==> src/hw/timer_ctl_map.vh <==
// register offsets, field positions and timing frequencies for timer control
// assumes a 4-bit nibble register port with 6-bit addresses
`ifndef TIMER_CTL_MAP_VH
`define TIMER_CTL_MAP_VH
// register offsets (nibble index)
`define OFS_CARRY 6'h17
`define OFS_TICK_RATE 6'h18
`define OFS_T3_CTL 6'h28
`define OFS_T2_CTL 6'h29
`define OFS_T1_CTL 6'h2A
`define OFS_T0_CTL 6'h2B
`define OFS_T0_MODE 6'h2C
`define OFS_IRQ_STATUS 6'h30
`define OFS_IRQ_MASK 6'h31
// field positions
`define POS_RUN 3
`define POS_CLEAR 2
`define POS_T3_CHOICE 3
`define POS_OVF 3
`define POS_CLOSE_EDGE 2
`define POS_OPEN_EDGE 1
`define POS_STYLE 0
// status bit positions
`define IRQ_CARRY 0
`define IRQ_OVF 1
// reset values
`define RST_NIBBLE 4'h0
// timing: clock rate and tick frequencies in Hz
`define CLK_HZ 100000000
`define HZ_10 10
`define HZ_20 20
`define HZ_50 50
`define HZ_100 100
`define HZ_1K 1000
`define HZ_2K 2000
`define HZ_10K 10000
`define HZ_100K 100000
`endif
==> src/hw/rate_strobe.v <==
// rate strobe: a free divider giving one-cycle pulses at a chosen rate
// assumes the period is set from a constant table and held steady
`timescale 1ns/1ps
module rate_strobe #(
  parameter WIDTH = 24
) (
  // clock and reset
  input wire clk_i,
  input wire rst_i,
  input wire clear_i,
  // period in clock cycles
  input wire [WIDTH-1:0] period_i,
  // pulse out
  output reg pulse_o
);
  reg [WIDTH-1:0] count_reg;
  // count up, pulse at wrap
  always @(posedge clk_i or posedge rst_i) begin
    if (rst_i) begin
      count_reg <= {WIDTH{1'b0}};
      pulse_o <= 1'b0;
    end else if (clear_i) begin
      count_reg <= {WIDTH{1'b0}};
      pulse_o <= 1'b0;
    end else if (count_reg >= period_i - 1'b1) begin
      count_reg <= {WIDTH{1'b0}};
      pulse_o <= 1'b1;
    end else begin
      count_reg <= count_reg + 1'b1;
      pulse_o <= 1'b0;
    end
  end
endmodule // rate_strobe

==> src/hw/timer_control_regs.v <==
// timer group control and status nibble registers with tick strobes
// assumes strobes from same clock; system reset causes arrive as pins
//
// Operation
// - carry flag reads 1 when set; read clears; power-on 0, chip-enable sets
// - two-bit base tick rate: 10, 20, 50, 100 Hz
// - select bit: 0 gives shared resource to converter, 1 to timer 3
// - timer 3 run bit stops counter at 0, counts at 1
// - writing 1 to timer 3 clear bit resets its counter
// - timers 0 to 2 each have a run bit, stop 0, count 1
// - writing 1 to a timer 0 to 2 clear bit resets that counter
// - timers 0 to 2 pick count clock 100k, 10k, 2k, 1k Hz
// - timer 0 overflow bit reads 1 once overflow happened
// - gate close edge bit: 0 rising, 1 falling
// - gate open edge bit chooses its edge independently
`timescale 1ns/1ps
`include "timer_ctl_map.vh"
module timer_control_regs #(
  parameter DIV_W = 24
) (
  // clock and reset
  input wire REF_CLK_I,
  input wire RST_I,
  // reset causes and clock stop, asynchronous pins
  input wire WDOG_RESET_I,
  input wire CE_RESET_I,
  input wire CLOCK_STOP_I,
  // register port
  input wire [5:0] ADDR_I,
  input wire [3:0] WDATA_I,
  input wire WR_I,
  input wire RD_I,
  output reg [3:0] RDATA_O,
  // events from counter datapath
  input wire T0_OVERFLOW_I,
  // timer controls
  output wire [3:0] RUN_O,
  output wire [3:0] CLEAR_O,
  output wire [3:0] TICK_O,
  output wire BASE_TICK_O,
  output wire T3_DAC_CHOICE_O,
  output wire T0_GATE_CLOSE_EDGE_O,
  output wire T0_GATE_OPEN_EDGE_O,
  output wire T0_COUNT_STYLE_O,
  // interrupt
  output wire IRQ_O
);
  // period in cycles for a two-bit counter rate code
  function [DIV_W-1:0] cnt_period;
    input [1:0] code;
    integer whole;
    begin
      case (code)
        2'h0: whole = `CLK_HZ / `HZ_100K;
        2'h1: whole = `CLK_HZ / `HZ_10K;
        2'h2: whole = `CLK_HZ / `HZ_2K;
        default: whole = `CLK_HZ / `HZ_1K;
      endcase
      cnt_period = whole[DIV_W-1:0]; // cut to the divider width
    end
  endfunction

  // period in cycles for the base tick rate code
  function [DIV_W-1:0] tick_period;
    input [1:0] code;
    integer whole;
    begin
      case (code)
        2'h0: whole = `CLK_HZ / `HZ_10;
        2'h1: whole = `CLK_HZ / `HZ_20;
        2'h2: whole = `CLK_HZ / `HZ_50;
        default: whole = `CLK_HZ / `HZ_100;
      endcase
      tick_period = whole[DIV_W-1:0]; // 10 Hz still fits 24 bits
    end
  endfunction

  reg [2:0] wd_s1_reg, wd_s2_reg;
  wire wd_sync, ce_sync, stop_sync;
  reg ce_prev_reg;
  wire ce_rise;
  reg carry_reg;
  reg [1:0] rate_reg;
  reg t3_choice_reg;
  reg [3:0] run_reg;
  reg [3:0] clear_reg;
  reg [1:0] t0_rate_reg, t1_rate_reg, t2_rate_reg;
  reg ovf_reg, close_edge_reg, open_edge_reg, style_reg;
  reg [1:0] irq_stat_reg, irq_mask_reg;
  reg [3:0] rdata_next;
  wire base_pulse;
  wire ctl_clear;
  reg ovf_prev_reg;
  wire ovf_event;
  wire read_carry;

  // two-flop synchronisers for the pin inputs
  always @(posedge REF_CLK_I or posedge RST_I) begin
    if (RST_I) begin
      wd_s1_reg <= 3'h0;
      wd_s2_reg <= 3'h0;
    end else begin
      wd_s1_reg <= {WDOG_RESET_I, CE_RESET_I, CLOCK_STOP_I};
      wd_s2_reg <= wd_s1_reg;
    end
  end
  assign wd_sync = wd_s2_reg[2];
  assign ce_sync = wd_s2_reg[1];
  assign stop_sync = wd_s2_reg[0];
  assign ce_rise = ce_sync & ~ce_prev_reg;
  assign ctl_clear = wd_sync | stop_sync;
  assign read_carry = RD_I && (ADDR_I == `OFS_CARRY);
  assign ovf_event = T0_OVERFLOW_I & ~ovf_prev_reg;

  // edge history
  always @(posedge REF_CLK_I or posedge RST_I) begin
    if (RST_I) begin
      ce_prev_reg <= 1'b0;
      ovf_prev_reg <= 1'b0;
    end else begin
      ce_prev_reg <= ce_sync;
      ovf_prev_reg <= T0_OVERFLOW_I;
    end
  end

  // carry flip-flop: set by tick or chip-enable reset, cleared by read
  always @(posedge REF_CLK_I or posedge RST_I) begin
    if (RST_I) begin
      carry_reg <= 1'b0;
    end else if (base_pulse || ce_rise) begin
      carry_reg <= 1'b1;
    end else if (read_carry) begin
      carry_reg <= 1'b0;
    end
  end

  // base tick rate: cleared on watchdog reset, kept on clock stop
  always @(posedge REF_CLK_I or posedge RST_I) begin
    if (RST_I) begin
      rate_reg <= 2'h0;
    end else if (wd_sync) begin
      rate_reg <= 2'h0;
    end else if (WR_I && ADDR_I == `OFS_TICK_RATE) begin
      rate_reg <= WDATA_I[1:0];
    end
  end

  // control registers of timers 0 to 3
  always @(posedge REF_CLK_I or posedge RST_I) begin
    if (RST_I) begin
      t3_choice_reg <= 1'b0;
      run_reg <= `RST_NIBBLE;
      clear_reg <= `RST_NIBBLE;
      t0_rate_reg <= 2'h0;
      t1_rate_reg <= 2'h0;
      t2_rate_reg <= 2'h0;
      close_edge_reg <= 1'b0;
      open_edge_reg <= 1'b0;
      style_reg <= 1'b0;
    end else if (ctl_clear) begin
      t3_choice_reg <= 1'b0;
      run_reg <= `RST_NIBBLE;
      clear_reg <= `RST_NIBBLE;
      t0_rate_reg <= 2'h0;
      t1_rate_reg <= 2'h0;
      t2_rate_reg <= 2'h0;
      close_edge_reg <= 1'b0;
      open_edge_reg <= 1'b0;
      style_reg <= 1'b0;
    end else begin
      clear_reg <= `RST_NIBBLE; // clear is a one-cycle pulse
      if (WR_I) begin
        case (ADDR_I)
          `OFS_T3_CTL: begin
            t3_choice_reg <= WDATA_I[`POS_T3_CHOICE];
            run_reg[3] <= WDATA_I[1];
            clear_reg[3] <= WDATA_I[0];
          end
          `OFS_T2_CTL: begin
            run_reg[2] <= WDATA_I[`POS_RUN];
            clear_reg[2] <= WDATA_I[`POS_CLEAR];
            t2_rate_reg <= WDATA_I[1:0];
          end
          `OFS_T1_CTL: begin
            run_reg[1] <= WDATA_I[`POS_RUN];
            clear_reg[1] <= WDATA_I[`POS_CLEAR];
            t1_rate_reg <= WDATA_I[1:0];
          end
          `OFS_T0_CTL: begin
            run_reg[0] <= WDATA_I[`POS_RUN];
            clear_reg[0] <= WDATA_I[`POS_CLEAR];
            t0_rate_reg <= WDATA_I[1:0];
          end
          `OFS_T0_MODE: begin
            close_edge_reg <= WDATA_I[`POS_CLOSE_EDGE];
            open_edge_reg <= WDATA_I[`POS_OPEN_EDGE];
            style_reg <= WDATA_I[`POS_STYLE];
          end
          default: begin
          end
        endcase
      end
    end
  end

  // overflow status: set by overflow, cleared by watchdog reset, clock stop or timer 0 clear
  always @(posedge REF_CLK_I or posedge RST_I) begin
    if (RST_I) begin
      ovf_reg <= 1'b0;
    end else if (ovf_event) begin
      ovf_reg <= 1'b1;
    end else if (ctl_clear || clear_reg[0]) begin
      ovf_reg <= 1'b0;
    end
  end

  // interrupt status and mask, write one to clear, set wins
  always @(posedge REF_CLK_I or posedge RST_I) begin
    if (RST_I) begin
      irq_stat_reg <= 2'h0;
      irq_mask_reg <= 2'h0;
    end else begin
      if (WR_I && ADDR_I == `OFS_IRQ_MASK) begin
        irq_mask_reg <= WDATA_I[1:0];
      end
      irq_stat_reg <= (irq_stat_reg
        & ~((WR_I && ADDR_I == `OFS_IRQ_STATUS) ? WDATA_I[1:0] : 2'h0))
        | {ovf_event, base_pulse};
    end
  end
  assign IRQ_O = |(irq_stat_reg & irq_mask_reg);

  // read mux, unused bits and unmapped offsets read zero
  always @* begin
    rdata_next = 4'h0;
    case (ADDR_I)
      `OFS_CARRY: rdata_next = {3'h0, carry_reg};
      `OFS_TICK_RATE: rdata_next = {2'h0, rate_reg};
      `OFS_T3_CTL: rdata_next = {t3_choice_reg, 1'b0, run_reg[3], 1'b0};
      `OFS_T2_CTL: rdata_next = {run_reg[2], 1'b0, t2_rate_reg};
      `OFS_T1_CTL: rdata_next = {run_reg[1], 1'b0, t1_rate_reg};
      `OFS_T0_CTL: rdata_next = {run_reg[0], 1'b0, t0_rate_reg};
      `OFS_T0_MODE: rdata_next = {ovf_reg, close_edge_reg,
        open_edge_reg, style_reg};
      `OFS_IRQ_STATUS: rdata_next = {2'h0, irq_stat_reg};
      `OFS_IRQ_MASK: rdata_next = {2'h0, irq_mask_reg};
      default: rdata_next = 4'h0;
    endcase
  end

  // read data register, valid the cycle after the strobe
  always @(posedge REF_CLK_I or posedge RST_I) begin
    if (RST_I) begin
      RDATA_O <= 4'h0;
    end else if (RD_I) begin
      RDATA_O <= rdata_next;
    end else begin
      RDATA_O <= 4'h0;
    end
  end

  // base tick divider
  rate_strobe #(.WIDTH(DIV_W)) u_base (
    .clk_i(REF_CLK_I),
    .rst_i(RST_I),
    .clear_i(1'b0),
    .period_i(tick_period(rate_reg)),
    .pulse_o(base_pulse)
  );

  // count clock strobes for timers 0 to 2, cleared to zero while stopped
  rate_strobe #(.WIDTH(DIV_W)) u_t0 (
    .clk_i(REF_CLK_I),
    .rst_i(RST_I),
    .clear_i(~run_reg[0] | clear_reg[0]),
    .period_i(cnt_period(t0_rate_reg)),
    .pulse_o(TICK_O[0])
  );
  rate_strobe #(.WIDTH(DIV_W)) u_t1 (
    .clk_i(REF_CLK_I),
    .rst_i(RST_I),
    .clear_i(~run_reg[1] | clear_reg[1]),
    .period_i(cnt_period(t1_rate_reg)),
    .pulse_o(TICK_O[1])
  );
  rate_strobe #(.WIDTH(DIV_W)) u_t2 (
    .clk_i(REF_CLK_I),
    .rst_i(RST_I),
    .clear_i(~run_reg[2] | clear_reg[2]),
    .period_i(cnt_period(t2_rate_reg)),
    .pulse_o(TICK_O[2])
  );
  assign TICK_O[3] = 1'b0; // timer 3 counts an external source

  // control outputs
  assign RUN_O = run_reg;
  assign CLEAR_O = clear_reg;
  assign BASE_TICK_O = base_pulse;
  assign T3_DAC_CHOICE_O = t3_choice_reg;
  assign T0_GATE_CLOSE_EDGE_O = close_edge_reg;
  assign T0_GATE_OPEN_EDGE_O = open_edge_reg;
  assign T0_COUNT_STYLE_O = style_reg;
endmodule // timer_control_regs

==> config.mk <==
export PLATFORM = sky130hd
export DESIGN_NAME = timer_control_regs
export DESIGN_NICKNAME = d
export VERILOG_FILES = /design/src/hw/rate_strobe.v /design/src/hw/timer_control_regs.v
export VERILOG_INCLUDE_DIRS = /design/src /design/src/hw
export SDC_FILE = /design/constraint.sdc
export NUM_CORES = 1
export LEC_CHECK = 0
export BUFFER_PORTS_ARGS = -buffer_cell sky130_fd_sc_hd__buf_2
export CORE_UTILIZATION = 58
export DETAILED_ROUTE_END_ITERATION = 16
export PLACE_DENSITY = 0.79
export SLEW_MARGIN = 5
export SYNTH_ARGS = -nofsm -noshare
export SYNTH_HDL_FRONTEND = slang
export SYNTH_SLANG_ARGS = --single-unit
export TNS_END_PERCENT = 10
==> constraint.sdc <==
create_clock -name REF_CLK_I -period 8.5 [get_ports REF_CLK_I]
set_input_delay 0 -clock REF_CLK_I [delete_from_list [all_inputs] [get_ports REF_CLK_I]]
set_output_delay 0 -clock REF_CLK_I [all_outputs]
set_load 0.05 [all_outputs]
==> results of run 1 <==
[stage by stage]
step	setup WS (ns)	cells	hold WS, ns	total power, uW	util
final	5.28	989	0.0642	1550	0.687
after global routing	5.14	989	0.0911	1610	0.687
after CTS	5.32	989	0.0396	1560	0.687
after detailed placement	5.32	946	0.0787	790	0.630
after global placement	5.46	946	0.0636	785	0.630
after floorplan	4.80	761	0.0314	765	-
[placed cells by master, fill, tap and decap left out, drive strengths merged, types with 20 or more instances in the layout]
cell type and instances:
dfrtp 138, ha 78, nor2 63, nor3 63
xor2 49, inv 43, nand3 40, buf 39
nand2 37, nand4 33, a21oi 22, conb 22
xnor2 21, mux2i 20, clkbuf 20
[cells in the mapped netlist, types with 4 or more instances]
cell and instances:
a21o_1 8, a21oi_1 22, and2_1 4, and3_1 11
and4_1 9, buf_4 4, buf_6 4, clkbuf_1 12
dfrtp_1 138, ha_1 78, inv_1 43, mux2i_1 20
nand2_1 37, nand2b_1 6, nand3_1 40, nand4_1 33
nor2_1 63, nor2b_1 7, nor3_1 33, nor3_2 30
nor4_1 15, o21ai_0 9, xnor2_1 21, xor2_1 49
[critical path, cell delays in order (launching register included)]
cell,delay [ns]
dfrtp_1,0.48
inv_1,0.17
ha_1,0.35
and2_1,0.17
ha_1,0.28
a21o_1,0.21
a2111oi_4,0.34
o22ai_1,0.12
or3_1,0.67
nor2b_1,0.27
[metal layers]
| layer | up-vias | part of all wire | GRT usage |
|---|---|---|---|
| met5 | - | 0 | 0 |
| met4 | 0 | 0.017 | 0.0889 |
| met3 | 24 | 0.051 | 0.0562 |
| met2 | 159 | 0.49 | 0.419 |
| met1 | 2817 | 0.44 | 0.323 |
| li1 | 2721 | - | - |
[how the worst max path moves through the flow]
| stage | endpoint | cells after the start |
|---|---|---|
| floorplan | CLEAR_O[0] | 1 |
| global placement | u_t2.pulse_o | 9 |
| detailed placement | u_t2.pulse_o | 9 |
| CTS | u_t2.pulse_o | 9 |
| global route | u_t2.count_reg[6] | 9 |
| finish | u_t2.pulse_o | 9 |
[logic make-up (layout without fill, tap and decap cells)]
family                   count (synthesis)  in the layout  synth area share
AO/OA/AOI/OAI                           59             59            0.0546
buffers and inverters                   69            125            0.0435
XOR/XNOR                                70             70            0.0789
adder cells (fa/ha/maj)                 78             78             0.126
other                                    2             22          0.000967
flip-flops                             138            138             0.445
multiplexers                            24             24            0.0345
AND/OR/NAND/NOR                        301            301             0.217
[final cells by class]
| cell class | instances | area [um^2] | area share |
|---|---|---|---|
| timing repair buffer | 51 | 318 | 0.0361 |
| tap | 172 | 215 | 0.0244 |
| inverter | 43 | 166 | 0.0189 |
| clock buffer | 20 | 437 | 0.0495 |
| multi-input combinational | 554 | 4050 | 0.460 |
| sequential | 138 | 3450 | 0.392 |
| clock inverter | 11 | 173 | 0.0196 |
[power groups by stage]
stage | Sequential [uW] | Combinational (uW) | Clock (uW)
floorplan | 710 | 54.4 | 0
global placement | 714 | 71.1 | 0
detailed placement | 716 | 74.6 | 0
CTS | 704 | 80.3 | 778
global route | 709 | 91.6 | 808
finish | 705 | 80.5 | 768
[what timing repair did]
| action | in CTS | in global routing |
|---|---|---|
| hold endpoints to repair | 83 | 0 |
| hold buffers | 12 | 0 |
| resized for setup | 0 | 0 |
| buffers inserted | 0 | 0 |
==> summary.txt, run 1 <==
Pwr
  – Max rail drop VDD: 0.000154 V
  – P_sw: 352 uW
  – P_leak: 0.00407 uW
  – Sequential power share: 0.454
  – Int Pwr: 1200 uW
  – Clock share of power: 0.494
  – Switching Fraction: 0.227
  – Part of the power in combinational logic: 0.052
  – P per Cell Area: 176 nW/um^2

Logic synthesis
  – Synth warn: 0
  – Syn Area/Cell: 10.5 um^2
  – Post-synth ARST share: 1.00
  – Predominant post-synthesis flop cell: dfrtp_1
  – Syn Inst Count: 741
  – Post-synth top area share: 0.445
  – Seq/Total Area, Yosys: 0.445
  – Synth Cell Area: 7770 um^2
  – Number of synthesized flops with an enable pin: 0
  – Post-synthesis cell type count: 49
  – Synth area leaders: dfrtp_1, ha_1, xor2_1
  – Area leader, netlist: dfrtp_1
  – Yosys reg bits: 138

STA
  – Total Neg Setup Slack: 0 ns
  – Slew Limit Fails: 0
  – Final Skew: 0.00557 ns
  – F_max: 311 MHz
  – Max_slew headroom: 0.299
  – Final setup violation count: 0
  – Slew of the pin with the lowest slew margin: 1.04 ns
  – Final period util: 0.379
  – RSZ-0062 raised after global routing: no
  – Min cycle time layout: 3.22 ns
  – Final Hold Fails: 0

Global route
  – Largest net degree at the start of global routing: 86
  – GRT Total Usage: 0.252
  – First-pass GRT wire length: 27800 um
  – Initial antenna violation count: 0
  – Number of global-route vias before repair: 5771
  – Gr ovfl total: 0

Die
  – Ports: 40
  – Die width: 118 um
  – Die area: 13900 um^2
  – Initial Util: 0.606
  – Core area: 12800 um^2
  – # rows: 41
  – Die height: 118 um

Drt
  – Wire length per cell: 16.5 um
  – 1st-iter DRT viols: 411
  – Via density: 5.78
  – Total number of vias: 5721
  – DRC viols: 0
  – Final antenna-violating net count: 0
  – Routed wire length: 16400 um
  – 1st-pass router iterations: 5

Final layout
  – Filler cell count: 968
  – Design Area, Final: 8810 um^2
  – Final #Nets: 901
  – Synth-to-layout area growth: 13.5%
  – # diodes: 0
  – Layout cell share with drive strength beyond 1: 0.133

Min path
  – Hold Crit Start: ADDR_I[2]
  – Hold/Removal Path Class: in -> reg
  – Hold depth: 3
  – Endpoint, Worst Hold: CLEAR_O[2]

Setup path
  – CP required: 8.77 ns
  – Worst r2r src: t2_rate_reg[0]
  – Crit. End Element: register
  – Worst setup SP type: register
  – R2r worst-path depth: 9
  – Crit path DAT: 3.49 ns
  – Crit. Startpoint: t2_rate_reg[0]
  – Crit Path Max Fanout: 19
  – Reg2reg end: u_t2.pulse_o
  – Reg-to-reg setup timing slack: 5.28 ns
  – Critical path class: reg -> reg

Place
  – Gp weighted congestion: 0.900
  – Post-DP HPWL: 11200 um
  – Area post-placement: 8090 um^2
  – Port Buf Inserts: 38

CTS
  – Num Clock Sinks: 138
  – Clock transition at the registers of the reported paths: 0.06 ns
  – H-tree depth: 4
  – Number of CTS-inserted buffers: 17
  – Clock root cell: clkbuf_16
  – CTS tree: yes
  – Clock buffer depth: 2
  – Clock Latency Late Sink: 0.42 ns

Run status
  – Status: completed

Run
  – Max Cap Violations: 0
Power figures use the tool's default switching activity.
==> run 2, diff against run 1 <==
--- a/config.mk
+++ b/config.mk
@@ -7,9 +7,9 @@
 export NUM_CORES = 1
 export LEC_CHECK = 0
 export BUFFER_PORTS_ARGS = -buffer_cell sky130_fd_sc_hd__buf_2
-export CORE_UTILIZATION = 58
+export CORE_UTILIZATION = 56
 export DETAILED_ROUTE_END_ITERATION = 16
-export PLACE_DENSITY = 0.79
+export PLACE_DENSITY = 0.8
 export SLEW_MARGIN = 5
 export SYNTH_ARGS = -nofsm -noshare
 export SYNTH_HDL_FRONTEND = slang
==> constraint.sdc (replaced) <==
create_clock -name REF_CLK_I -period 2.8 [get_ports REF_CLK_I]
set_input_delay 0 -clock REF_CLK_I [delete_from_list [all_inputs] [get_ports REF_CLK_I]]
set_output_delay 0 -clock REF_CLK_I [all_outputs]
set_load 0.05 [all_outputs]
==> run 2 against run 1 <==
Clock skew hardly changed. Highest routed layer unchanged. Flip-flop and latch count stayed put. Power grew to 3.0 times the previous value.
==> summary.txt, run 2 (synthesis results as in run 1) <==
Drt
  – DRC viols: 0
  – 1st-iter DRT viols: 448
  – Wire length per cell: 17.4 um
  – Routed wire length: 17700 um
  – Via density: 5.83
  – Final antenna-violating net count: 0
  – Total number of vias: 5931
  – 1st-pass router iterations: 5

Place
  – Area post-placement: 8230 um^2
  – Cell count after placement: 966
  – Gp weighted congestion: 0.908
  – Post-DP HPWL: 11700 um
  – Port Buf Inserts: 38

STA
  – Total Neg Setup Slack: 0 ns
  – Slew of the pin with the lowest slew margin: 1.09 ns
  – Final Skew: 0.00590 ns
  – Final setup violation count: 0
  – Max_slew headroom: 0.274
  – Final period util: 0.983
  – Min cycle time layout: 2.75 ns
  – F_max: 363 MHz
  – Slew Limit Fails: 0
  – Final Hold Fails: 0
  – RSZ-0062 raised after global routing: yes

Setup path
  – Crit. Startpoint: t0_rate_reg[0]
  – Worst r2r src: t0_rate_reg[0]
  – Reg-to-reg setup timing slack: 0.05 ns
  – CP Capture Point: u_t0.count_reg[9]
  – Crit path DAT: 3.08 ns
  – Worst setup SP type: register
  – Critical path class: reg -> reg
  – Crit. End Element: register
  – R2r worst-path depth: 10
  – Crit Path Max Fanout: 10
  – CP required: 3.12 ns
  – Reg2reg end: u_t0.count_reg[9]

Die
  – Core area: 13400 um^2
  – Die height: 120 um
  – Die area: 14300 um^2
  – Ports: 40
  – Die width: 120 um
  – Initial Util: 0.580
  – # rows: 42

Final layout
  – Final non-filler cell total: 1017
  – Most frequent cells in the layout: dfrtp_1, ha_1, nor2_1
  – Layout cell share with drive strength beyond 1: 0.188
  – Sequential cell area: 3460 um^2
  – # diodes: 0
  – Design Area, Final: 9070 um^2
  – Final #Nets: 924
  – Commonest non-fill, non-tap cell in the layout: dfrtp_1
  – Synth-to-layout area growth: 16.8%
  – Filler cell count: 973
  – Area occupied by multi-input gates: 4120 um^2

Pwr
  – Max rail drop VDD: 0.000353 V
  – P_leak: 0.00419 uW
  – P per Cell Area: 512 nW/um^2

CTS
  – H-tree depth: 4
  – Clock root cell: clkbuf_16
  – Clock buffer depth: 2
  – Num Clock Sinks: 138
  – CTS tree: yes
  – Clock Latency Late Sink: 0.43 ns
  – Number of CTS-inserted buffers: 17
  – Clock transition at the registers of the reported paths: 0.06 ns

Global route
  – GRT Total Usage: 0.265
  – Largest net degree at the start of global routing: 101
  – Gr ovfl total: 0
  – Initial antenna violation count: 0
  – First-pass GRT wire length: 29600 um
  – Number of global-route vias before repair: 6245

Run status
  – Status: completed

Min path
  – Hold/Removal Path Class: in -> reg

Run
  – Max Cap Violations: 0
## run 2: cell count changes in the layout (fill, tap and decap cells not counted), moves of 3 or more
| cell | change |
|---|---|
| nor3_2 | +10 |
| clkbuf_1 | -3 |
| nor3_1 | -10 |
| inv_2 | +5 |
| buf_4 | +21 |
| inv_1 | -5 |
## run 2: per-layer routing
metal / share of wire / wire (um) / track usage
met5: 0 / 0 / 0
met4: 0.028 / 498 / 0.137
met3: 0.053 / 932 / 0.0542
met2: 0.52 / 9110 / 0.454
met1: 0.40 / 7130 / 0.314
## run 2: final cells by class
type,count,share of cell area
multi-input combinational,554,0.454
sequential,138,0.381
timing repair buffer,74,0.0568
clock buffer,19,0.0499
tap,176,0.0243
inverter,43,0.0182
clock inverter,13,0.0159
## run 2: worst min path at each step
stage                   from           end  cells after the start
2_1_floorplan  T0_OVERFLOW_I  ovf_prev_reg                      0
3_3_place_gp    CLOCK_STOP_I  wd_s1_reg[0]                      1
3_5_place_dp    CLOCK_STOP_I  wd_s1_reg[0]                      1
4_1_cts            ADDR_I[2]    CLEAR_O[2]                      3
5_1_grt            ADDR_I[5]    CLEAR_O[2]                      3
6_report           ADDR_I[2]    CLEAR_O[2]                      3
## run 2: stage by stage
stage / hold slack (ns) / setup WS [ns] / total power [uW] / utilization
2_1_floorplan: 0.0314 / 0.0637 / 2320 / -
3_3_place_gp: 0.108 / 0.121 / 2390 / 0.614
3_5_place_dp: 0.109 / -0.0222 / 2410 / 0.614
4_1_cts: 0.0236 / 0.00497 / 4660 / 0.671
5_1_grt: 0.0898 / -0.0521 / 4780 / 0.677
6_report: 0.0404 / 0.0485 / 4640 / 0.677
## run 2: worst max-delay path: stages (launching register included)
cell       delay [ns]
dfrtp_1          0.39
inv_2            0.08
ha_1             0.33
and2_1           0.15
ha_1             0.29
a21o_1           0.21
a2111oi_4        0.33
o22ai_1          0.11
or3_1            0.35
buf_4            0.20
nor3_1           0.21
## run 2: what timing repair did
action	CTS	global route
hold buffers	12	0
hold endpoints to repair	167	0
endpoints found under the setup margin	26	57
resized for setup	1	21
pin swaps	0	3
setup buffers	5	2
## run 2: power by group
group | internal [uW] | switching (uW) | leakage, uW
clock network | 1360 | 892 | 0.000282
registers | 2070 | 70.5 | 0.00184
logic | 96.2 | 153 | 0.00207
total | 3530 | 1120 | 0.00419
==> run 3, diff against run 2 <==
--- a/config.mk
+++ b/config.mk
@@ -7,11 +7,14 @@
 export NUM_CORES = 1
 export LEC_CHECK = 0
 export BUFFER_PORTS_ARGS = -buffer_cell sky130_fd_sc_hd__buf_2
-export CORE_UTILIZATION = 56
+export CELL_PAD_IN_SITES_DETAIL_PLACEMENT = 2
+export CELL_PAD_IN_SITES_GLOBAL_PLACEMENT = 2
+export CORE_UTILIZATION = 25
 export DETAILED_ROUTE_END_ITERATION = 16
-export PLACE_DENSITY = 0.8
+export PLACE_DENSITY = 0.6
 export SLEW_MARGIN = 5
 export SYNTH_ARGS = -nofsm -noshare
 export SYNTH_HDL_FRONTEND = slang
+export SYNTH_HIERARCHICAL = 1
 export SYNTH_SLANG_ARGS = --single-unit
 export TNS_END_PERCENT = 10
==> run 3 against run 2 <==
Via count grew 54%. Design area grew 51%. Non-clock buffer count grew 64. Combinational power increased by 40%. Count of clock-buffer cells in the layout decreased by 1. Sequential power decreased by 5%. Clock skew rose by 0.0031 ns. The flow now finishes with violations (setup timing).
==> summary.txt, run 3 <==
Logic synthesis
  – Predominant post-synthesis flop cell: dfrtp_1
  – Seq/Total Area, Yosys: 0.328
  – Synth Cell Area: 10500 um^2
  – Post-synth top area share: 0.328
  – Number of synthesized flops with an enable pin: 0
  – Synth area leaders: dfrtp_1, ha_1, xor2_1
  – Count leader, synth: nor2_1
  – Syn Inst Count: 1162
  – Post-synth ARST share: 1.00
  – Synth warn: 6
  – Syn Area/Cell: 9.07 um^2
  – Post-synthesis cell type count: 71
  – Synth cell count leaders: nor2_1, dfrtp_1, ha_1
  – Yosys reg bits: 138
  – Area leader, netlist: dfrtp_1

STA
  – Max_slew headroom: 0.0764
  – Slew Limit Fails: 0
  – Final setup violation count: 75
  – Final Skew: 0.00900 ns
  – F_max: 323 MHz
  – Final Hold Fails: 0
  – RSZ-0062 raised after global routing: yes
  – Final period util: 1.11
  – Min cycle time layout: 3.10 ns
  – Final WS setup: -0.298 ns
  – Slew of the pin with the lowest slew margin: 1.39 ns

Setup path
  – Reg-to-reg setup timing slack: -0.30 ns
  – CP max stage delay: 0.40 ns
  – Critical path class: reg -> reg
  – Crit-path cells: clkinvlp_4 -> buf_6 -> nand2_4 -> nor4_4 -> nand2b_4 -> nor3b_4 -> nand2_1 -> xor2_1 -> ha_1 -> nand4_1 -> nor3_2 -> a221oi_2 -> o2111ai_4 -> buf_12 -> nor2_1
  – Worst setup SP type: register
  – WP buf/inv: 3
  – CP required: 3.20 ns
  – Crit path max-delay family: simple AND/OR/NAND/NOR gates
  – Crit path DAT: 3.50 ns
  – Crit. End Element: register
  – Slowest cell on the critical path: dfrtp_1
  – Crit Path Max Fanout: 24

Drt
  – 1st-iter DRT viols: 277
  – Via density: 4.70
  – DRC viols: 0
  – 1st-pass router iterations: 4
  – Final antenna-violating net count: 0
  – Routed wire length: 31500 um
  – Wire length per cell: 16.2 um
  – Total number of vias: 9156

Global route
  – Number of global-route vias before repair: 10000
  – Gr ovfl total: 0
  – Largest net degree at the start of global routing: 39
  – Initial antenna violation count: 1
  – First-pass GRT wire length: 53000 um
  – GRT Total Usage: 0.156

Die
  – Core area: 41200 um^2
  – Die area: 43000 um^2
  – # rows: 74
  – Die height: 207 um
  – Ports: 40
  – Die width: 207 um
  – Initial Util: 0.256

Pwr
  – Final Power: 4860 uW
  – P per Cell Area: 355 nW/um^2
  – P_leak: 0.00587 uW
  – Max rail drop VDD: 0.000320 V

Final layout
  – Final non-filler cell total: 1948
  – Sequential cell area: 3450 um^2
  – Filler cell count: 4631
  – Util after Layout: 0.332
  – Design Area, Final: 13700 um^2
  – # diodes: 0
  – Layout cell share with drive strength beyond 1: 0.191
  – Most frequent cells in the layout: dfrtp_1, nor2_1, conb_1
  – Final #Nets: 1538
  – Area occupied by multi-input gates: 7650 um^2
  – Commonest non-fill, non-tap cell in the layout: dfrtp_1
  – Synth-to-layout area growth: 29.9%

Place
  – Cell count after placement: 1886
  – Post-DP HPWL: 24100 um
  – Gp weighted congestion: 0.743
  – Placement Setup Slack: -0.349 ns
  – Port Buf Inserts: 38
  – Area post-placement: 12300 um^2

Run status
  – Violated checks: setup timing
  – Status: finished with violations

CTS
  – Clock root cell: clkbuf_16
  – H-tree depth: 4
  – CTS tree: yes
  – Clock Latency Late Sink: 0.48 ns
  – Num Clock Sinks: 138
  – Clock transition at the registers of the reported paths: 0.06 ns
  – Clock buffer depth: 2
  – Number of CTS-inserted buffers: 17

Min path
  – Hold/Removal Path Class: in -> reg

Run
  – Max Cap Violations: 0
run 3: logic make-up after synthesis:
logic type	count (synthesis)	synth area share
and+or+nand+nor	525	0.268
buffers and inverters	87	0.0377
muxes	17	0.0176
xor gates and xnor gates	173	0.144
DFF	138	0.328
adders and majority gates	117	0.139
AOI/OAI and AO/OA	103	0.0657
other	2	0.000712
run 3: per-stage QoR:
step           setup TNS (ns)  hold WS, ns
2_1_floorplan          -17.75       0.0273
4_1_cts                -19.45       0.0297
3_5_place_dp           -25.42        0.128
6_report               -15.57       0.0550
3_3_place_gp           -17.88        0.127
5_1_grt                -31.94       0.0752
run 3: path summary, 6_finish.rpt:
kind | startpoint | endpoint | cells past startpoint
min reg2reg | wd_s1_reg[1] | wd_s2_reg[1] | 0
min in group asynchronous | RST_I | u_t0/count_reg[19] | 4
min | ADDR_I[4] | carry_reg | 5
max reg2reg | rate_reg[0] | u_base/count_reg[19] | 15
max in group asynchronous | RST_I | u_t1/count_reg[11] | 3
max | rate_reg[0] | u_base/count_reg[19] | 15
run 3: timing repair:
item,4_1_cts,5_1_grt
endpoints found under the hold margin,170,0
endpoints found under the setup margin,100,100
setup buffers,10,3
gates cloned,2,0
hold buffers,15,0
gates resized for setup,57,39
pin swaps,35,28
run 3: per-layer routing:
metal | wire length, um | part of all wire | GRT usage
met1 | 14800 | 0.47 | 0.195
met2 | 15400 | 0.49 | 0.263
met3 | 748 | 0.024 | 0.0328
met4 | 617 | 0.020 | 0.0605
met5 | 17 | 0.00054 | 0
run 3: power by group:
part	internal [uW]	leakage, uW	total [uW]	switching, uW
clock	1490	0.000297	2480	990
sequential	2010	0.00189	2030	15.0
combinational	127	0.00368	349	222
run 3: cell type report:
class	instances	area share
multi-input combinational	1063	0.558
timing repair buffer	138	0.0825
clock inverter	14	0.0143
inverter	45	0.0126
tap	532	0.0486
sequential	138	0.252
clock buffer	18	0.0313
run 3: worst register-to-register path: stages (launching register included):
cell	delay, ns
dfrtp_1	0.40
clkinvlp_4	0.10
buf_6	0.10
nand2_4	0.05
nor4_4	0.37
nand2b_4	0.13
nor3b_4	0.24
nand2_1	0.10
xor2_1	0.20
ha_1	0.28
nand4_1	0.15
nor3_2	0.07
a221oi_2	0.33
o2111ai_4	0.18
buf_12	0.19
nor2_1	0.13
